<file path="config.mk">
export PLATFORM = sky130hd
export DESIGN_NAME = sstx_top
export DESIGN_NICKNAME = d
export VERILOG_FILES = /design/src/pkg/sstx_pkg.sv /design/src/logic/sstx_sync.sv /design/src/logic/sstx_buf.sv /design/src/logic/sstx_top.sv
export SDC_FILE = /design/constraint.sdc
export NUM_CORES = 1
export LEC_CHECK = 0
export BUFFER_PORTS_ARGS = -buffer_cell sky130_fd_sc_hd__buf_2
export CAP_MARGIN = 20
export CORE_ASPECT_RATIO = 1.75
export CORE_MARGIN = 2
export CORE_UTILIZATION = 45
export DETAILED_ROUTE_END_ITERATION = 16
export GPL_ROUTABILITY_DRIVEN = 0
export PLACE_DENSITY = 0.7
export SLEW_MARGIN = 20
export SYNTH_ARGS = -nofsm -noshare
export SYNTH_HDL_FRONTEND = slang
export SYNTH_SLANG_ARGS = --single-unit
export TNS_END_PERCENT = 20
</file>
<file path="constraint.sdc">
create_clock -name CORE_CLK -period 5 [get_ports CORE_CLK]
set_input_delay 0.25 -clock CORE_CLK [delete_from_list [all_inputs] [get_ports CORE_CLK]]
set_output_delay 0.25 -clock CORE_CLK [all_outputs]
set_load 0.02 [all_outputs]
</file>
<file path="src/pkg/sstx_pkg.sv">
package sstx_pkg;
    // ========================================================
    // Register byte offsets
    localparam logic [11:0] OFS_TX_PTR = 12'h0544;
    localparam logic [11:0] OFS_TX_MAX = 12'h0548;
    localparam logic [11:0] OFS_TX_CNT = 12'h054C;
    localparam logic [11:0] OFS_LIST = 12'h0550;
    localparam logic [11:0] OFS_CFG = 12'h0554;
    localparam logic [11:0] OFS_IGN_CHAR = 12'h055C;
    localparam logic [11:0] OFS_ORC_CHAR = 12'h05C0;
    localparam logic [11:0] OFS_GRANT = 12'h0560;
    // ========================================================
    // Field positions and limits
    localparam int CFG_ORDER_BIT = 0;
    localparam int CFG_CPHA_BIT = 1;
    localparam int CFG_CPOL_BIT = 2;
    localparam logic [9:0] CNT_LIMIT = 10'h03FF;
    localparam logic [31:0] RST_WORD = 32'h0000_0000;
    localparam logic [7:0] RST_CHAR = 8'h00;
    localparam int BYTE_BITS = 8;
    localparam int SYNC_STAGES = 2;
endpackage : sstx_pkg

</file>
<file path="src/logic/sstx_sync.sv">
`timescale 1ns/1ps
module sstx_sync (
    input wire logic clk,
    input wire logic rst_n,
    input wire logic din,
    output logic dout
);
    logic meta_q;
    // Only the second stage reads the first
    always_ff @(posedge clk or negedge rst_n) begin
        if (!rst_n) begin
            meta_q <= 1'b0;
            dout <= 1'b0;
        end else begin
            meta_q <= din;
            dout <= meta_q;
        end
    end
endmodule : sstx_sync

</file>
<file path="src/logic/sstx_buf.sv">
`timescale 1ns/1ps
module sstx_buf #(
    parameter int W = 8
) (
    input wire logic clk,
    input wire logic rst_n,
    input wire logic flush,
    input wire logic in_valid,
    output logic in_ready,
    input wire logic [W-1:0] in_data,
    output logic out_valid,
    input wire logic out_ready,
    output logic [W-1:0] out_data
);
    logic [W-1:0] mem_q [2];
    logic [1:0] cnt_q;
    logic rd_q;
    logic wr_q;
    logic push;
    logic pop;
    assign in_ready = (cnt_q != 2'd2);
    assign out_valid = (cnt_q != 2'd0);
    assign out_data = mem_q[rd_q];
    assign push = in_valid && in_ready;
    assign pop = out_valid && out_ready;
    always_ff @(posedge clk or negedge rst_n) begin
        if (!rst_n) begin
            cnt_q <= 2'd0;
            rd_q <= 1'b0;
            wr_q <= 1'b0;
        end else if (flush) begin
            cnt_q <= 2'd0;
            rd_q <= 1'b0;
            wr_q <= 1'b0;
        end else begin
            if (push) begin
                wr_q <= ~wr_q;
            end
            if (pop) begin
                rd_q <= ~rd_q;
            end
            cnt_q <= cnt_q + {1'b0, push} - {1'b0, pop};
        end
    end
    always_ff @(posedge clk) begin
        if (push) begin
            mem_q[wr_q] <= in_data;
        end
    end
endmodule : sstx_buf

</file>
<file path="src/logic/sstx_top.sv">
`timescale 1ns/1ps
module sstx_top
    import sstx_pkg::*;
(
    input wire logic CORE_CLK,
    input wire logic RSTN,
    input wire logic PSEL,
    input wire logic PENABLE,
    input wire logic PWRITE,
    input wire logic [11:0] PADDR,
    input wire logic [31:0] PWDATA,
    output logic [31:0] PRDATA,
    output logic PREADY,
    output logic PSLVERR,
    output logic [31:0] DMA_ADDR,
    output logic DMA_REQ,
    input wire logic DMA_ACK,
    input wire logic [7:0] DMA_DATA,
    input wire logic SCK,
    input wire logic CSN,
    output logic MISO_O,
    output logic MISO_OE
);
    // ========================================================
    // Registers
    logic [31:0] tx_buffer_pointer_q;
    logic [9:0] tx_buffer_max_bytes_q;
    logic [9:0] tx_byte_count_q;
    logic dma_list_type_q;
    logic [2:0] frame_format_config_q;
    logic [7:0] ignored_fill_char_q;
    logic [7:0] overread_fill_char_q;
    logic granted_q;
    logic wr_en;
    logic rd_en;
    assign wr_en = PSEL && PENABLE && PWRITE;
    assign rd_en = PSEL && PENABLE && !PWRITE;
    // ========================================================
    // Link inputs
    logic sck_s;
    logic csn_s;
    logic cs_act_s;
    logic sck_prev_q;
    logic csn_prev_q;
    sstx_sync u_sync_sck (
        .clk(CORE_CLK),
        .rst_n(RSTN),
        .din(SCK),
        .dout(sck_s)
    );
    sstx_sync u_sync_csn (
        .clk(CORE_CLK),
        .rst_n(RSTN),
        .din(!CSN),
        .dout(cs_act_s)
    );
    // Synchronised active high so reset reads as idle, not as a false frame
    assign csn_s = !cs_act_s;
    always_ff @(posedge CORE_CLK or negedge RSTN) begin
        if (!RSTN) begin
            sck_prev_q <= 1'b0;
            csn_prev_q <= 1'b1;
        end else begin
            sck_prev_q <= sck_s;
            csn_prev_q <= csn_s;
        end
    end
    logic frame_start;
    logic frame_end;
    logic in_frame;
    logic sck_rise;
    logic sck_fall;
    logic lead_edge;
    logic trail_edge;
    logic shift_edge;
    assign frame_start = csn_prev_q && !csn_s;
    assign frame_end = !csn_prev_q && csn_s;
    assign in_frame = !csn_s;
    assign sck_rise = in_frame && !sck_prev_q && sck_s;
    assign sck_fall = in_frame && sck_prev_q && !sck_s;
    // Idle level follows polarity; leading edge leaves idle
    assign lead_edge = frame_format_config_q[CFG_CPOL_BIT] ? sck_fall : sck_rise;
    assign trail_edge = frame_format_config_q[CFG_CPOL_BIT] ? sck_rise : sck_fall;
    // Phase 0 shifts on trailing edge, phase 1 on leading
    assign shift_edge = frame_format_config_q[CFG_CPHA_BIT] ? lead_edge : trail_edge;
    logic sample_edge;
    // Master samples on the edge opposite the shift edge
    assign sample_edge = frame_format_config_q[CFG_CPHA_BIT] ? trail_edge : lead_edge;
    // ========================================================
    // Fetch side: DMA into two-entry buffer
    logic [9:0] fetched_q;
    logic fetch_done;
    logic buf_in_ready;
    logic buf_out_valid;
    logic [7:0] buf_out_data;
    logic buf_pop;
    logic sess_grant_q;
    // Fetch stops at the programmed maximum
    assign fetch_done = (fetched_q >= tx_buffer_max_bytes_q);
    always_ff @(posedge CORE_CLK or negedge RSTN) begin
        if (!RSTN) begin
            DMA_REQ <= 1'b0;
            DMA_ADDR <= RST_WORD;
            fetched_q <= 10'd0;
        end else if (frame_start) begin
            DMA_REQ <= 1'b0;
            DMA_ADDR <= tx_buffer_pointer_q;
            fetched_q <= 10'd0;
        end else if (DMA_REQ) begin
            if (DMA_ACK) begin
                DMA_REQ <= 1'b0;
                DMA_ADDR <= DMA_ADDR + 32'h0000_0001;
                fetched_q <= fetched_q + 10'd1;
            end
        end else if (in_frame && sess_grant_q && !fetch_done && buf_in_ready) begin
            DMA_REQ <= 1'b1;
        end
    end
    sstx_buf #(
        .W(BYTE_BITS)
    ) u_buf (
        .clk(CORE_CLK),
        .rst_n(RSTN),
        .flush(frame_start),
        .in_valid(DMA_REQ && DMA_ACK),
        .in_ready(buf_in_ready),
        .in_data(DMA_DATA),
        .out_valid(buf_out_valid),
        .out_ready(buf_pop),
        .out_data(buf_out_data)
    );
    // ========================================================
    // Shift side
    logic [7:0] shreg_q;
    logic [2:0] bitcnt_q;
    logic [9:0] sent_q;
    logic need_load_q;
    logic [7:0] next_byte;
    logic over_read;
    assign over_read = (sent_q >= tx_buffer_max_bytes_q);
    always_comb begin
        if (!sess_grant_q) begin
            next_byte = ignored_fill_char_q;
        end else if (over_read) begin
            next_byte = overread_fill_char_q;
        end else if (buf_out_valid) begin
            next_byte = buf_out_data;
        end else begin
            next_byte = overread_fill_char_q;
        end
    end
    assign buf_pop = need_load_q && sess_grant_q && !over_read && buf_out_valid;
    logic bit_out;
    logic load_now;
    // Bit picked by order field
    assign bit_out = frame_format_config_q[CFG_ORDER_BIT] ? shreg_q[0] : shreg_q[7];
    // Waits for fetched data; an underflow falls back at the leading edge
    assign load_now = need_load_q && in_frame
        && (buf_pop || !sess_grant_q || over_read || lead_edge);
    always_ff @(posedge CORE_CLK or negedge RSTN) begin
        if (!RSTN) begin
            sess_grant_q <= 1'b0;
            shreg_q <= RST_CHAR;
            bitcnt_q <= 3'd0;
            sent_q <= 10'd0;
            need_load_q <= 1'b0;
        end else if (frame_start) begin
            sess_grant_q <= granted_q;
            bitcnt_q <= 3'd0;
            sent_q <= 10'd0;
            need_load_q <= 1'b1;
        end else begin
            if (load_now) begin
                // Load the next character before its first bit leaves
                shreg_q <= next_byte;
                need_load_q <= 1'b0;
            end else if (shift_edge && !need_load_q && bitcnt_q != 3'd0) begin
                // A fresh character's first edge only presents its first bit
                shreg_q <= frame_format_config_q[CFG_ORDER_BIT] ?
                    {1'b0, shreg_q[7:1]} : {shreg_q[6:0], 1'b0};
            end
            // Eight samples by the master close a character in either phase
            if (sample_edge) begin
                if (bitcnt_q == 3'd7) begin
                    bitcnt_q <= 3'd0;
                    if (sent_q != CNT_LIMIT) begin
                        sent_q <= sent_q + 10'd1;
                    end
                    need_load_q <= 1'b1;
                end else begin
                    bitcnt_q <= bitcnt_q + 3'd1;
                end
            end
        end
    end
    always_ff @(posedge CORE_CLK or negedge RSTN) begin
        if (!RSTN) begin
            MISO_O <= 1'b0;
            MISO_OE <= 1'b0;
        end else begin
            MISO_OE <= in_frame && !need_load_q;
            MISO_O <= bit_out;
        end
    end
    // ========================================================
    // Transaction close: count capture and list advance
    always_ff @(posedge CORE_CLK or negedge RSTN) begin
        if (!RSTN) begin
            tx_byte_count_q <= 10'd0;
        end else if (frame_end && sess_grant_q) begin
            // Counted bytes that went out, capped by the number of bytes fetched
            tx_byte_count_q <= (fetched_q < sent_q) ? fetched_q : sent_q;
        end
    end
    always_ff @(posedge CORE_CLK or negedge RSTN) begin
        if (!RSTN) begin
            tx_buffer_pointer_q <= RST_WORD;
        end else if (wr_en && PADDR == OFS_TX_PTR) begin
            tx_buffer_pointer_q <= PWDATA;
        end else if (frame_end && sess_grant_q && dma_list_type_q) begin
            tx_buffer_pointer_q <= tx_buffer_pointer_q
                + {22'd0, tx_buffer_max_bytes_q};
        end
    end
    // ========================================================
    // APB write side
    always_ff @(posedge CORE_CLK or negedge RSTN) begin
        if (!RSTN) begin
            tx_buffer_max_bytes_q <= 10'd0;
            dma_list_type_q <= 1'b0;
            frame_format_config_q <= 3'd0;
            ignored_fill_char_q <= RST_CHAR;
            overread_fill_char_q <= RST_CHAR;
            granted_q <= 1'b0;
        end else if (wr_en) begin
            case (PADDR)
                OFS_TX_MAX: tx_buffer_max_bytes_q <= PWDATA[9:0];
                OFS_LIST: dma_list_type_q <= PWDATA[0];
                OFS_CFG: frame_format_config_q <= PWDATA[2:0];
                OFS_IGN_CHAR: ignored_fill_char_q <= PWDATA[7:0];
                OFS_ORC_CHAR: overread_fill_char_q <= PWDATA[7:0];
                OFS_GRANT: granted_q <= PWDATA[0];
                default: granted_q <= granted_q;
            endcase
        end
    end
    // ========================================================
    // APB read side, zero wait states
    always_ff @(posedge CORE_CLK or negedge RSTN) begin
        if (!RSTN) begin
            PRDATA <= RST_WORD;
            PSLVERR <= 1'b0;
            PREADY <= 1'b0;
        end else begin
            PREADY <= 1'b1;
            PSLVERR <= 1'b0;
            if (PSEL && !PENABLE && !PWRITE) begin
                case (PADDR)
                    OFS_TX_PTR: PRDATA <= tx_buffer_pointer_q;
                    OFS_TX_MAX: PRDATA <= {22'd0, tx_buffer_max_bytes_q};
                    OFS_TX_CNT: PRDATA <= {22'd0, tx_byte_count_q};
                    OFS_LIST: PRDATA <= {31'd0, dma_list_type_q};
                    OFS_CFG: PRDATA <= {29'd0, frame_format_config_q};
                    OFS_IGN_CHAR: PRDATA <= {24'd0, ignored_fill_char_q};
                    OFS_ORC_CHAR: PRDATA <= {24'd0, overread_fill_char_q};
                    OFS_GRANT: PRDATA <= {31'd0, granted_q};
                    default: PRDATA <= RST_WORD;
                endcase
            end
        end
    end
    // ========================================================
    // Checks
    a_count_cap: assert property (@(posedge CORE_CLK) disable iff (!RSTN)
        (frame_end && sess_grant_q)
        |=> tx_byte_count_q <= $past(tx_buffer_max_bytes_q)
            && tx_byte_count_q <= $past(sent_q))
        else $error("count out of range");
    a_fetch_limit: assert property (@(posedge CORE_CLK) disable iff (!RSTN)
        (DMA_REQ && DMA_ACK) |-> fetched_q < tx_buffer_max_bytes_q)
        else $error("fetch beyond maximum");
    a_ignored_char: assert property (@(posedge CORE_CLK) disable iff (!RSTN)
        (need_load_q && in_frame && !sess_grant_q && !frame_start)
        |=> shreg_q == $past(ignored_fill_char_q))
        else $error("ignored fill not loaded");
    a_overread_char: assert property (@(posedge CORE_CLK) disable iff (!RSTN)
        (need_load_q && in_frame && sess_grant_q && over_read && !frame_start)
        |=> shreg_q == $past(overread_fill_char_q))
        else $error("over-read fill not loaded");
    a_order_bit: assert property (@(posedge CORE_CLK) disable iff (!RSTN)
        (load_now && !frame_start)
        |-> ##2 MISO_O == ($past(frame_format_config_q[CFG_ORDER_BIT], 2)
            ? $past(next_byte[0], 2) : $past(next_byte[7], 2)))
        else $error("wrong first bit after load");
    a_list_advance: assert property (@(posedge CORE_CLK) disable iff (!RSTN)
        (frame_end && sess_grant_q && dma_list_type_q && !wr_en)
        |=> tx_buffer_pointer_q == $past(tx_buffer_pointer_q)
            + {22'd0, $past(tx_buffer_max_bytes_q)})
        else $error("list pointer not advanced");
    a_shift_edge: assert property (@(posedge CORE_CLK) disable iff (!RSTN)
        (sample_edge && !frame_start && !load_now && bitcnt_q != 3'd7)
        |=> $stable(shreg_q) && bitcnt_q == $past(bitcnt_q) + 3'd1)
        else $error("data moved on sampling edge");
    a_apb_ready: assert property (@(posedge CORE_CLK) disable iff (!RSTN)
        (PSEL && !PENABLE) |=> PREADY && !PSLVERR)
        else $error("apb not ready");
endmodule : sstx_top

</file>
After elaboration in Yosys (flattened, before gate mapping) --
Memory sizes are Yosys's and may differ from the RTL's. Index checks and enable logic that the tools add are counted.
Operators by class: add/subtract/negate cells 7, reduce and logical (&&, ||, !) cells 61, multiplexer cells 43, $lt $le $gt $ge 3, eq/ne operators 11, bitwise logic cells 3
Operators by type and width (number):
- 32-bit case mux with 8 select lines | 1
- 32-bit two-way mux | 5
- 12-bit by 11-bit == test with 1-bit output, second input constant | 8
- 10-bit two-way mux | 8
- 8-bit two-way mux | 6
- 32-bit by 1-bit adder with 32-bit output, second input constant | 1
- 32-bit by 10-bit adder with 32-bit output | 1
- 1-bit logical AND | 27
- 10-bit by 1-bit adder with 10-bit output, second input constant | 2
- 10-bit greater-or-equal comparator | 2
- 2-bit nonzero test | 10
- 1-bit two-way mux | 19
- 2-bit AND reduction | 8
- 1-bit zero test | 11
- 10-bit less-than comparator | 1
- 10-bit != test, second input constant | 1
- 3-bit two-way mux | 3
- 3-bit by 1-bit adder with 3-bit output, second input constant | 1
- 3-bit == test, second input constant | 1
- 1-bit logical OR | 3
- 1-bit inverter | 3
- 3-bit AND reduction | 1
- 3-bit nonzero test | 1
- 2-bit by 1-bit adder with 2-bit output | 1
- other kinds (3) | 3
Word-level totals: memory bits (writable) 16, register bits after elaboration 184, memories 1, output and inout bits 69, word-level logic and storage cells 158, input bits 60
Memories:
- u_buf.mem_q | words 2, width 8, read ports 1, clocked after memory_dff 0, wr ports 1, RTL line sstx_buf.sv:15 | logic [W-1:0] mem_q [2];

Logic depth before layout (Yosys ltp) --
word-level depth 12, gate-level depth with buffers 13, depth with buffers taken out 13

Hierarchy --
From an unflattened synthesis, not the netlist that was laid out.
Unflattened totals: cells, all modules 1166, area total of the unflattened synthesis 11134.4 um^2
By module, submodules not included:
- sstx_top | times used 1, cells an instance 1114, seq. area each 4405.5 um^2, area each 10204.8 um^2
- sstx_buf | times used 1, cells an instance 48, seq. area each 580.6 um^2, area each 829.5 um^2
- sstx_sync | times used 2, cells an instance 2, seq. area each 50.0 um^2, area each 50.0 um^2

Least setup slack after synthesis --
Ideal clock, no wire load.
path kind reg-to-reg, start point register tx_buffer_max_bytes_q[5], end point register u_buf.cnt_q[1], library setup time 0.132 ns, period minus slack after synthesis 2.436 ns, required time 4.868 ns, buffers on the path 0, stages on the path, launching flop included 13, arrival 2.304 ns, path slack 2.564 ns, cells stage by stage dfrtp_1 > inv_1 > ha_1 > a211o_1 > a21oi_1 > o21ai_1 > nor2_1 > ha_1 > inv_1 > ha_1 > xor2_1 > xnor2_1 > nor2_1
Between the ends: longest elaborated chain between the ends 7
RTL lines:
- start: declaration | RTL line sstx_top.sv:27 | logic [9:0] tx_buffer_max_bytes_q;
- start signal: assignment | RTL line sstx_top.sv:237 | OFS_TX_MAX: tx_buffer_max_bytes_q <= PWDATA[9:0];
- 10-bit greater-or-equal comparator | RTL line sstx_top.sv:140 | assign over_read = (sent_q >= tx_buffer_max_bytes_q);
- 1-bit zero test | RTL line sstx_top.sv:152 | assign buf_pop = need_load_q && sess_grant_q && !over_read && buf_out_valid;
- 1-bit logical AND (2 in series) | RTL line sstx_top.sv:152
- 1-bit logical AND | RTL line sstx_buf.sv:25 | assign pop = out_valid && out_ready;
- 2-bit by 1-bit subtractor with 2-bit output | RTL line sstx_buf.sv:42 | cnt_q <= cnt_q + {1'b0, push} - {1'b0, pop};
- 2-bit two-way mux | RTL line sstx_buf.sv:31 | end else if (flush) begin
- end signal: assignment | RTL line sstx_buf.sv:42
- end: declaration | RTL line sstx_buf.sv:16 | logic [1:0] cnt_q;
No other way between the ends. A chain may end at the register's enable or synchronous reset.

Worst setup path after layout --
start point register tx_buffer_max_bytes_q[2], end point register u_buf.cnt_q[1]
Same word-level chain as after synthesis.

==> results.tsv <==
stage	metric	value	unit
power	leakage	0.00529	uW
floorplanning	coreArea	23700	sq um
layout	nets	1363	
sta	worstMarginPinSlew	994	ps
detailed_routing	first_iter_violations	671	
layout	antenna_cells	0	
global_routing	antenna_found_initial	0	
worst_setup_path	cpPeakStageDelay	440	ps
clock_tree	cts_setup_buffers	0	
yosys	syn_area_per_cell	9.49	sq um
detailed_routing	finalWirelength	30100	um
hold_path	hp-class	primary input to register	
yosys	synth_edf_count	16	
yosys	synth_area	10800	sq um
floorplanning	die_w	121	um
floorplanning	io_pins	129	
worst_setup_path	path_buf_inv	3	
global_routing	grt_max_degree	95	
placed_design	place_area	11700	sq um
worst_setup_path	crit_type	register to register	
global_routing	grt_pass1_wl	47300	um
sta	rsz0062_at_grt	no	
yosys	synthCells	1137	
clock_tree	cts_buffers	17	
layout	fin_area	12400	sq um
layout	seqCellArea	5090	sq um
clock_tree	cts_tree	built	
sta	fmax	348	MHz
sta	clock_skew	14.4	ps
sta	fin_tns_setup	0	ps
worst_setup_path	end_kind	register	
global_routing	grt_pass1_vias	8817	
detailed_routing	wl_per_cell	19.1	um
clock_tree	clock_latency	450	ps
placed_design	portBuffers	127	
yosys	ys_types	68	
layout	n_fill_cell	2200	
clock_tree	root_buffer	clkbuf_16	
detailed_routing	detail-route-antenna-nets	0	
layout	synthToLayoutAreaGrowth	14.5	%
worst_setup_path	cp.arrival	3180	ps
yosys	yosysWarnings	0	
detailed_routing	vias	8864	
yosys	synth_ff_type	dfrtp_1	
yosys	synth-seq-area-share	0.471	
sta	post-route-period-util	0.574	
floorplanning	die_h	209	um
layout	final_cell_mix	dfrtp_1, nand2_1, buf_2	
clock_tree	numClockSinks	200	
worst_setup_path	crit_fanout	17	
layout	final_common_cell	dfrtp_1	
worst_setup_path	crit_slowest_cell	dfrtp_1	
global_routing	overflow	0	
sta	report.final.hold_viol_count	0	
placed_design	place_hpwl	22700	um
sta	finalSetupViolations	0	
clock_tree	postCtsResizedCells	0	
power	power_density	287	nW/um^2
sta	holdWs	9.87	ps
clock_tree	ctsHtreeMaxLevel	4	
clock_tree	clk_pin_slew	70	ps
clock_tree	cts_max_path_buffers	2	
sta	relSlewSlack	0.337	
layout	drive_above_1_share	0.170	
worst_setup_path	cpLargestDelayFamily	adder cells	
worst_setup_path	crit_path_frequent_cell	ha_1	
detailed_routing	drt-pass1-iter-count	6	
outcome	status	completed	
layout	multi_input_area	5330	sq um
sta	finalMaxSlewViolations	0	
yosys	ys_ff_latch	200	
worst_setup_path	path_cells	inv_1 > ha_1 > a21oi_1 > o21ai_0 > a21oi_1 > o21ai_1 > buf_4 > nor2_1 > ha_1 > inv_1 > ha_1 > xor2_1 > xnor2_1 > nor2_1	
floorplanning	start_util	0.455	
run	maxCapViolCount	0	
detailed_routing	vias_per_cell	5.62	
yosys	synth-async-reset-ratio	0.920	
global_routing	track_usage	0.243	
worst_setup_path	critPathRequiredTime	5300	ps
detailed_routing	drc	0	
floorplanning	dieArea	25300	sq um
yosys	synth_nets	1245	
power	irDropWorstVdd	225	uV
sta	period_minus_slack	2870	ps
worst_setup_path	startpoint_type	register	
floorplanning	num_rows	75	
==> synthesized netlist by cell type, drive strengths merged, types with 4 or more instances <==
cell type  number  share of area
nor4           12         0.0083
a22oi           5         0.0035
a221oi          6         0.0049
clkbuf         37          0.013
buf            12         0.0079
and2           10         0.0058
nor2b          10         0.0060
nand3          36          0.017
a31oi          12         0.0070
or4             4         0.0031
mux2           33          0.034
o21ai         113          0.052
or3             4         0.0028
a21oi          47          0.022
a222oi          4         0.0037
dfrtp         183           0.42
inv            42          0.015
nor2           99          0.035
mux2i          28          0.026
a21o            5         0.0035
xnor2          35          0.028
o221ai          6         0.0049
nand2b          9         0.0052
nand4          12         0.0070
and4            7         0.0057
nor3           15         0.0080
xor2           44          0.036
edfxtp         16          0.045
o211ai         12         0.0088
a211oi          5         0.0035
ha             47          0.054
and3           14         0.0081
o21a            4         0.0028
nand2         177          0.062
==> power breakdown <==
part           internal [uW]  total [uW]  switching [uW]
Clock                    681        1350             664
Combinational            161         423             262
Sequential              1700        1770            72.9
Total                   2540        3540             999
==> registers in the layout (all words and copies together), names as in the netlist, 2 cells and up <==
register	cells
frame_format_config_q	3
tx_byte_count_q	10
u_buf.cnt_q	2
DMA_ADDR	32
u_buf.mem_q	16
fetched_q	10
ignored_fill_char_q	8
tx_buffer_pointer_q	32
shreg_q	8
overread_fill_char_q	8
sent_q	10
PRDATA	32
bitcnt_q	3
tx_buffer_max_bytes_q	10
==> logic make-up (layout without fill, tap and decap cells) <==
logic type,Yosys count,in the layout,share of synthesized area
xor gates and xnor gates,79,79,0.0641
AOI/OAI and AO/OA,239,239,0.132
other,2,2,0.000696
buffers and inverters,91,222,0.0354
muxes,61,61,0.0604
and+or+nand+nor,417,417,0.180
DFF,200,200,0.471
adders and majority gates,48,48,0.0563
==> routing by layer <==
layer	wire, um	global-route usage	vias up
met5	0	0	-
met4	2550	0.190	0
met3	1070	0.0317	116
met2	15700	0.433	285
met1	10800	0.251	4261
li1	-	-	4202
==> path summary, 6_finish.rpt <==
path                                            to  slack (ps)                     start  depth (start not counted)
max                                 u_buf.cnt_q[1]        2130  tx_buffer_max_bytes_q[2]                         14
min in group asynchronous  tx_buffer_pointer_q[31]         450                      RSTN                          2
max reg2reg                         u_buf.cnt_q[1]        2130  tx_buffer_max_bytes_q[2]                         14
max in group asynchronous             DMA_ADDR[23]        3370                      RSTN                          3
min                        tx_buffer_pointer_q[17]          10                PWDATA[17]                          3
min reg2reg                        u_sync_sck.dout         350         u_sync_sck.meta_q                          0
==> tightest hold or removal path: stages <==
cell	delay [ps]
buf_2	80
nand2_1	40
o21ai_0	50
==> layout make-up <==
cell class              instances  share of cell area
multi-input cells             846               0.432
flip-flops and latches        200               0.412
repair buffers                148              0.0672
clock buffers                  19              0.0368
well taps                     308              0.0312
inverters                      42              0.0128
clock inverters                13             0.00871
==> stage by stage <==
stage               setup WS [ps]  power, uW  utilization  cells
finish                       2130       3540        0.520   1576
global route                 1910       3680        0.520   1576
CTS                          2120       3570        0.520   1576
detailed placement           2120       2220        0.491   1532
global placement             2200       2210        0.491   1532
floorplan                    2560       2040            -   1137
==> timing repair <==
item	4_1_cts	5_1_grt
hold buffers	12	0
endpoints found under the hold margin	110	0
setup endpoints to repair	0	0
Note: power is estimated with default switching activity, not from simulation.
